### src/core/bcce_defines.svh
`ifndef BCCE_DEFINES_SVH
`define BCCE_DEFINES_SVH
// opcode patterns
`define BCCE_OP_BITINV 5'h07
`define BCCE_OP_CALL 3'h7
`define BCCE_OP_ZERO 7'h14
`define BCCE_OP_WDTCLR 16'h0004
`define BCCE_OP_COMP 7'h09
`define BCCE_OP_SKEQ 8'h31
`define BCCE_OP_SKGT 8'h32
// status bit positions in the arithmetic status register
`define BCCE_ST_TO_BIT 3
`define BCCE_ST_PD_BIT 2
`define BCCE_ST_Z_BIT 1
// reset values
`define BCCE_STATUS_RST 8'h0C
`define BCCE_PC_RST 16'h0000
`define BCCE_WORKING_REGISTER_RST 8'h00
`define BCCE_LATCH_RST 8'h00
// phases per instruction cycle
`define BCCE_PHASES 4
`endif

### src/core/bcce_pkg.sv
package bcce_pkg;
  typedef enum logic [1:0] {
    BCCE_Q1,
    BCCE_Q2,
    BCCE_Q3,
    BCCE_Q4
  } bcce_phase_type;

  typedef struct packed {
    logic we;
    logic [7:0] addr;
    logic [7:0] wdata;
  } bcce_mem_wr_type;

  typedef struct packed {
    logic push;
    logic [15:0] addr;
  } bcce_stack_push_type;

  typedef struct packed {
    bcce_phase_type phase;
    logic [15:0] ir;
    logic forced_nop;
    logic skip_pend;
    logic [15:0] pc;
    logic [7:0] latch_high;
    logic [7:0] working_register;
    logic [7:0] status;
    logic [7:0] opnd;
    logic [7:0] result;
    logic res_to_reg;
    logic res_to_w;
    bcce_mem_wr_type mem_wr;
    bcce_stack_push_type push;
    logic wdt_clr;
    logic fetch;
  } bcce_state_type;
endpackage

### src/core/bcce_core.sv
`timescale 1ns/1ps
`default_nettype none
`include "bcce_defines.svh"
module bcce_core
  import bcce_pkg::*;
(
  input wire logic MCLK_IN,
  input wire logic RST_IN,
  input wire logic [15:0] INSTR_IN,
  input wire logic [7:0] MEM_RDATA_IN,
  output logic [15:0] PC_OUT,
  output logic INSTR_FETCH_OUT,
  output logic [7:0] MEM_ADDR_OUT,
  output logic MEM_WE_OUT,
  output logic [7:0] MEM_WDATA_OUT,
  output logic STACK_PUSH_OUT,
  output logic [15:0] STACK_DATA_OUT,
  output logic WDT_CLEAR_OUT,
  output logic [7:0] COUNTER_LATCH_HIGH_OUT,
  output logic [7:0] WORKING_REGISTER_OUT,
  output logic [7:0] ARITH_STATUS_REGISTER_OUT
);

  bcce_state_type s_reg;
  bcce_state_type s_next;

  logic [15:0] op;
  logic [7:0] w;
  logic [8:0] diff;
  logic is_bitinv;
  logic is_call;
  logic is_zero;
  logic is_wdt;
  logic is_comp;
  logic is_skeq;
  logic is_skgt;

  assign op = s_reg.ir;
  assign w = s_reg.working_register;
  assign is_bitinv = (op[15:11] == `BCCE_OP_BITINV);
  assign is_call = (op[15:13] == `BCCE_OP_CALL);
  assign is_zero = (op[15:9] == `BCCE_OP_ZERO);
  assign is_wdt = (op == `BCCE_OP_WDTCLR);
  assign is_comp = (op[15:9] == `BCCE_OP_COMP);
  assign is_skeq = (op[15:8] == `BCCE_OP_SKEQ);
  assign is_skgt = (op[15:8] == `BCCE_OP_SKGT);
  // difference never leaves this block
  assign diff = {1'b0, s_reg.opnd} - {1'b0, w};

  always_comb begin
    s_next = s_reg;
    s_next.mem_wr.we = 1'b0;
    s_next.push.push = 1'b0;
    s_next.wdt_clr = 1'b0;
    s_next.fetch = 1'b0;
    unique case (s_reg.phase)
      BCCE_Q1: begin
        s_next.phase = BCCE_Q2;
        s_next.mem_wr.addr = op[7:0];
      end
      BCCE_Q2: begin
        s_next.phase = BCCE_Q3;
        s_next.opnd = MEM_RDATA_IN;
      end
      BCCE_Q3: begin
        s_next.phase = BCCE_Q4;
        s_next.res_to_reg = 1'b0;
        s_next.res_to_w = 1'b0;
        s_next.result = 8'h00;
        if (!s_reg.forced_nop) begin
          if (is_bitinv) begin
            s_next.result = s_reg.opnd ^ (8'h01 << op[10:8]);
            s_next.res_to_reg = 1'b1;
          end else if (is_call) begin
            s_next.push.push = 1'b1;
            // counter already stepped past the call when it was fetched
            s_next.push.addr = s_reg.pc;
            s_next.latch_high = {s_reg.pc[15:13], op[12:8]};
            s_next.pc = {s_reg.pc[15:13], op[12:0]};
            s_next.skip_pend = 1'b1;
          end else if (is_zero) begin
            s_next.res_to_reg = 1'b1;
            s_next.res_to_w = !op[8];
          end else if (is_wdt) begin
            s_next.wdt_clr = 1'b1;
            s_next.status[`BCCE_ST_TO_BIT] = 1'b1;
            s_next.status[`BCCE_ST_PD_BIT] = 1'b1;
          end else if (is_comp) begin
            s_next.result = ~s_reg.opnd;
            s_next.res_to_reg = op[8];
            s_next.res_to_w = !op[8];
            s_next.status[`BCCE_ST_Z_BIT] = (s_reg.opnd == 8'hFF);
          end else if (is_skeq) begin
            s_next.skip_pend = (diff == 9'h000);
          end else if (is_skgt) begin
            // no borrow and nonzero means register above working
            s_next.skip_pend = !diff[8] && (diff[7:0] != 8'h00);
          end
        end
      end
      BCCE_Q4: begin
        s_next.phase = BCCE_Q1;
        if (s_reg.res_to_reg) begin
          s_next.mem_wr.we = 1'b1;
          s_next.mem_wr.wdata = s_reg.result;
        end
        if (s_reg.res_to_w) begin
          s_next.working_register = s_reg.result;
        end
        s_next.res_to_reg = 1'b0;
        s_next.res_to_w = 1'b0;
        // fetched word dropped and run as nop when a skip is pending
        s_next.forced_nop = s_reg.skip_pend;
        s_next.skip_pend = 1'b0;
        s_next.ir = INSTR_IN;
        s_next.fetch = 1'b1;
        if (!(s_reg.forced_nop == 1'b0 && is_call)) begin
          s_next.pc = s_reg.pc + 16'h0001;
        end
      end
    endcase
  end

  always_ff @(posedge MCLK_IN) begin
    if (RST_IN) begin
      s_reg <= '0;
      s_reg.phase <= BCCE_Q1;
      s_reg.pc <= `BCCE_PC_RST;
      s_reg.working_register <= `BCCE_WORKING_REGISTER_RST;
      s_reg.latch_high <= `BCCE_LATCH_RST;
      s_reg.status <= `BCCE_STATUS_RST;
      s_reg.forced_nop <= 1'b1;
    end else begin
      s_reg <= s_next;
    end
  end

  assign PC_OUT = s_reg.pc;
  assign INSTR_FETCH_OUT = s_reg.fetch;
  assign MEM_ADDR_OUT = s_reg.mem_wr.addr;
  assign MEM_WE_OUT = s_reg.mem_wr.we;
  assign MEM_WDATA_OUT = s_reg.mem_wr.wdata;
  assign STACK_PUSH_OUT = s_reg.push.push;
  assign STACK_DATA_OUT = s_reg.push.addr;
  assign WDT_CLEAR_OUT = s_reg.wdt_clr;
  assign COUNTER_LATCH_HIGH_OUT = s_reg.latch_high;
  assign WORKING_REGISTER_OUT = s_reg.working_register;
  assign ARITH_STATUS_REGISTER_OUT = s_reg.status;

  // the decoded word is live only in its own execute phase
  logic exec_q3;
  assign exec_q3 = (s_reg.phase == BCCE_Q3) && !s_reg.forced_nop;
endmodule // bcce_core
`default_nettype wire

### config.mk
export PLATFORM = sky130hd
export DESIGN_NAME = bcce_core
export DESIGN_NICKNAME = d
export VERILOG_FILES = /design/src/core/bcce_pkg.sv /design/src/core/bcce_core.sv
export VERILOG_INCLUDE_DIRS = /design/src /design/src/core
export SDC_FILE = /design/constraint.sdc
export NUM_CORES = 1
export LEC_CHECK = 0
export BUFFER_PORTS_ARGS = -buffer_cell sky130_fd_sc_hd__buf_2
export CAP_MARGIN = 10
export CORE_UTILIZATION = 50
export CTS_CLUSTER_SIZE = 10
export DETAILED_ROUTE_END_ITERATION = 16
export GPL_ROUTABILITY_DRIVEN = 1
export GPL_TIMING_DRIVEN = 0
export PLACE_DENSITY = 0.73
export RECOVER_POWER = 25
export SLEW_MARGIN = 20
export SYNTH_ARGS = -nofsm -noshare
export SYNTH_HDL_FRONTEND = slang
export SYNTH_SLANG_ARGS = --single-unit
export TNS_END_PERCENT = 30
### constraint.sdc
create_clock -name MCLK_IN -period 2.7 [get_ports MCLK_IN]
set_input_delay 0.81 -clock MCLK_IN [delete_from_list [all_inputs] [get_ports MCLK_IN]]
set_output_delay 0.81 -clock MCLK_IN [all_outputs]
set_load 0.05 [all_outputs]
==> summary.md <==
| Metric | Value |
|---|---|
| Status | finished clean |
| Final setup fails | 0 |
| PortBufs | 94 |
| Most crowded layer after global routing | met2 |
| Worst Tran Pin Value | 0.747 ns |
| GRT Overall Usage | 0.251 |
| Initial antenna violation count | 0 |
| Hold EP | STACK_DATA_OUT[12]$_SDFFE_PP0P_ |
| Number of hold buffers added after cts | 0 |
| Reg-to-reg startpoint | WORKING_REGISTER_OUT[2]$_SDFFE_PP0P_ |
| Met2 usage | 0.391 |
| Sw Share | 0.324 |
| Post-CTS Setup Bufs | 0 |
| Initial DRC Count | 357 |
| Largest area contributor in the netlist | dfxtp_1 |
| Period minus WS final | 2.52 ns |
| Most frequent cell after synthesis | dfxtp_1 |
| Worst EP arrival | 2.83 ns |
| H-tree depth | 3 |
| # placed instances | 914 |
| Vias in the first global route | 4601 |
| Worst-Skew Late Latency | 0.38 ns |
| Worst hold-check path type | reg -> reg |
| Hold Crit Start | STACK_DATA_OUT[12]$_SDFFE_PP0P_ |
| Async SR Flop Fraction | 0 |
| Fin crit share | 0.935 |
| DP HPWL | 10300 µm |
| Leakage power total | 2.58 nW |
| Placed Area | 0.00609 mm² |
| Sequential share of the synthesized area | 0.383 |
| PostCTS Resize Cnt | 0 |
| Setup TNS | 0 ns |
| RSZ-0062 raised after global routing | no |
| Worst rel slew slack | 0.502 |
| GRT met1 Usage | 0.353 |
| Crit. End Element | flop |
| Reg2reg path depth | 8 |
| Clock Root Buffer | clkbuf_8 |
| Worst Hold Path Cells | 2 |
| Max cap viols | 0 |
| Crit path max fanout | 4 |
| WP data required | 3.00 ns |
| Cell Rows | 37 |
| DRT Pass-1 Iters | 6 |
| Pint | 2.47 mW |
| Clock-pin slew on the worst setup and hold paths | 0.10 ns |
| Largest net degree at the start of global routing | 18 |
| Die span in y | 106 µm |
| Top_reg_cell synth | dfxtp_1 |
| Routed via count | 5068 |
| Sequential share of power | 0.466 |
| Startpoint types | flop |
| Count of cell types in the netlist | 58 |
| Synth area leaders | dfxtp_1, buf_4, nand2_1, mux2i_1, a21oi_1 |
| Syn avg cell area | 8.00 µm² |
| Post-synth top area share | 0.383 |
| R2r setup slk | 0.18 ns |
| Die area | 0.0113 mm² |
| Share of cells above drive strength 1 | 0.209 |
| Area delta synth->final | 15.6% |
| CTS buffer count | 9 |
| Maximum vdd drop | 0.000349 V |
| Die W | 106 µm |
| Post-DR vias/cell | 5.45 |
| Antenna-violating nets left | 0 |
| Netlist area before placement | 0.00543 mm² |
| Number of buffers on the longest clock path | 2 |
| Global-route wire length before repair | 22500 µm |
| DRC | 0 |
| Non-Filler Instances | 930 |
| TritonCTS clock tree | yes |
| I/O pin count | 102 |
| Antenna diode count | 0 |
| Comb pwr share | 0.238 |
| Area of all placed cells without fillers | 0.00627 mm² |
| Hold Vio Cnt, Final | 0 |
| Worst Hold Margin | 0.460 ns |
| Gpl congestion | 0.897 |
| Synth cell count leaders | dfxtp_1, nand2_1, buf_4, nor2_1, a21oi_1 |
| Max FFs per register | 22 |
| Drt wl/cell | 14.9 µm |
| Clk pwr share | 0.297 |
| Worst reg2reg endpoint | s_reg[94]$_SDFFE_PP0P_ |
| Post-synth EDFFs | 0 |
| Fmax achieved | 396 MHz |
| Met3 usage | 0.0356 |
| Clock Skew | 0.0100 ns |
| Final WL | 13900 µm |
| Synth Register Bits | 104 |
| Critical path start-end classification | reg -> reg |
| Core Region | 0.0104 mm² |
| Gr ovfl total | 0 |
| Synth warnings | 0 |
| PwrDens | 581 mW/mm² |
| NetSw | 1.18 mW |
| Total Nets Final | 829 |
| Fin. max-slew vios | 0 |
| CTS sink cnt | 104 |
| Cells after Synth | 679 |
| Initial core utilization | 0.521 |
-- layout by cell type, fill, tap and decap left out, types with 7 or more instances in the layout --
master,instances
dfxtp_1,104
buf_4,72
buf_2,72
a31oi_1,9
nand2_1,94
clkbuf_8,9
buf_1,7
nor2_1,71
clkbuf_1,57
ha_1,14
conb_1,7
a22oi_1,7
nand3_1,31
mux2i_1,33
o21ai_0,17
a21oi_1,55
nor3_1,17
inv_1,17
-- how the worst max path moves through the flow --
stage	to	cells past startpoint	from
detailed placement	op[1]$_SDFFE_PP0P_	5	RST_IN
CTS	s_reg[94]$_SDFFE_PP0P_	8	WORKING_REGISTER_OUT[2]$_SDFFE_PP0P_
finish	s_reg[94]$_SDFFE_PP0P_	8	WORKING_REGISTER_OUT[2]$_SDFFE_PP0P_
floorplan	s_reg[94]$_SDFFE_PP0P_	8	WORKING_REGISTER_OUT[2]$_SDFFE_PP0P_
global route	s_reg[94]$_SDFFE_PP0P_	8	WORKING_REGISTER_OUT[1]$_SDFFE_PP0P_
global placement	op[1]$_SDFFE_PP0P_	5	RST_IN
-- metal layers --
layer,vias up,share of wire
met3,28,0.071
met2,196,0.44
met4,0,0.020
met5,-,0
li1,2495,-
met1,2349,0.47
-- cells by family after synthesis --
logic type / share of synthesized area
flops: 0.383
fa+ha+maj: 0.0323
other cells: 0.00138
compound gates: 0.149
buf+inv: 0.141
mux: 0.0608
simple gates: 0.219
xor+xnor: 0.0129
-- power by group through the flow --
| stage | sequential (mW) | combinational (mW) | clock [mW] |
|---|---|---|---|
| 2_1_floorplan | 1.70 | 0.673 | 0 |
| 3_3_place_gp | 1.73 | 0.817 | 0 |
| 3_5_place_dp | 1.73 | 0.855 | 0 |
| 4_1_cts | 1.69 | 0.858 | 1.09 |
| 5_1_grt | 1.71 | 0.949 | 1.15 |
| 6_report | 1.70 | 0.867 | 1.08 |
-- area by class of cell --
| type | count | area, µm² |
|---|---|---|
| buffer | 113 | 698 |
| clock inverter | 6 | 90.1 |
| tap | 136 | 170 |
| timing repair buffer | 94 | 439 |
| sequential | 104 | 2080 |
| clock buffer | 10 | 128 |
| fill | 996 | 4140 |
| inverter | 18 | 67.6 |
| multi-input combinational | 449 | 2600 |
-- worst max-delay path, cell delays in order (launching register included) --
cell and delay (ns):
dfxtp_1 0.39, inv_1 0.07, ha_1 0.32, o21ai_0 0.18, a21oi_1 0.11, or4_1 0.52, a2111oi_0 0.52, a31oi_1 0.10
a41oi_1 0.25
-- through the flow --
stage	setup WS [ns]	utilization	total power, mW
final	0.175	0.602	3.65
after global routing	0.00179	0.602	3.81
after CTS	0.249	0.605	3.65
after detailed placement	0.193	0.585	2.58
after global placement	0.193	0.585	2.54
after floorplan	0.582	-	2.37
(Power assumes the default switching activity.)
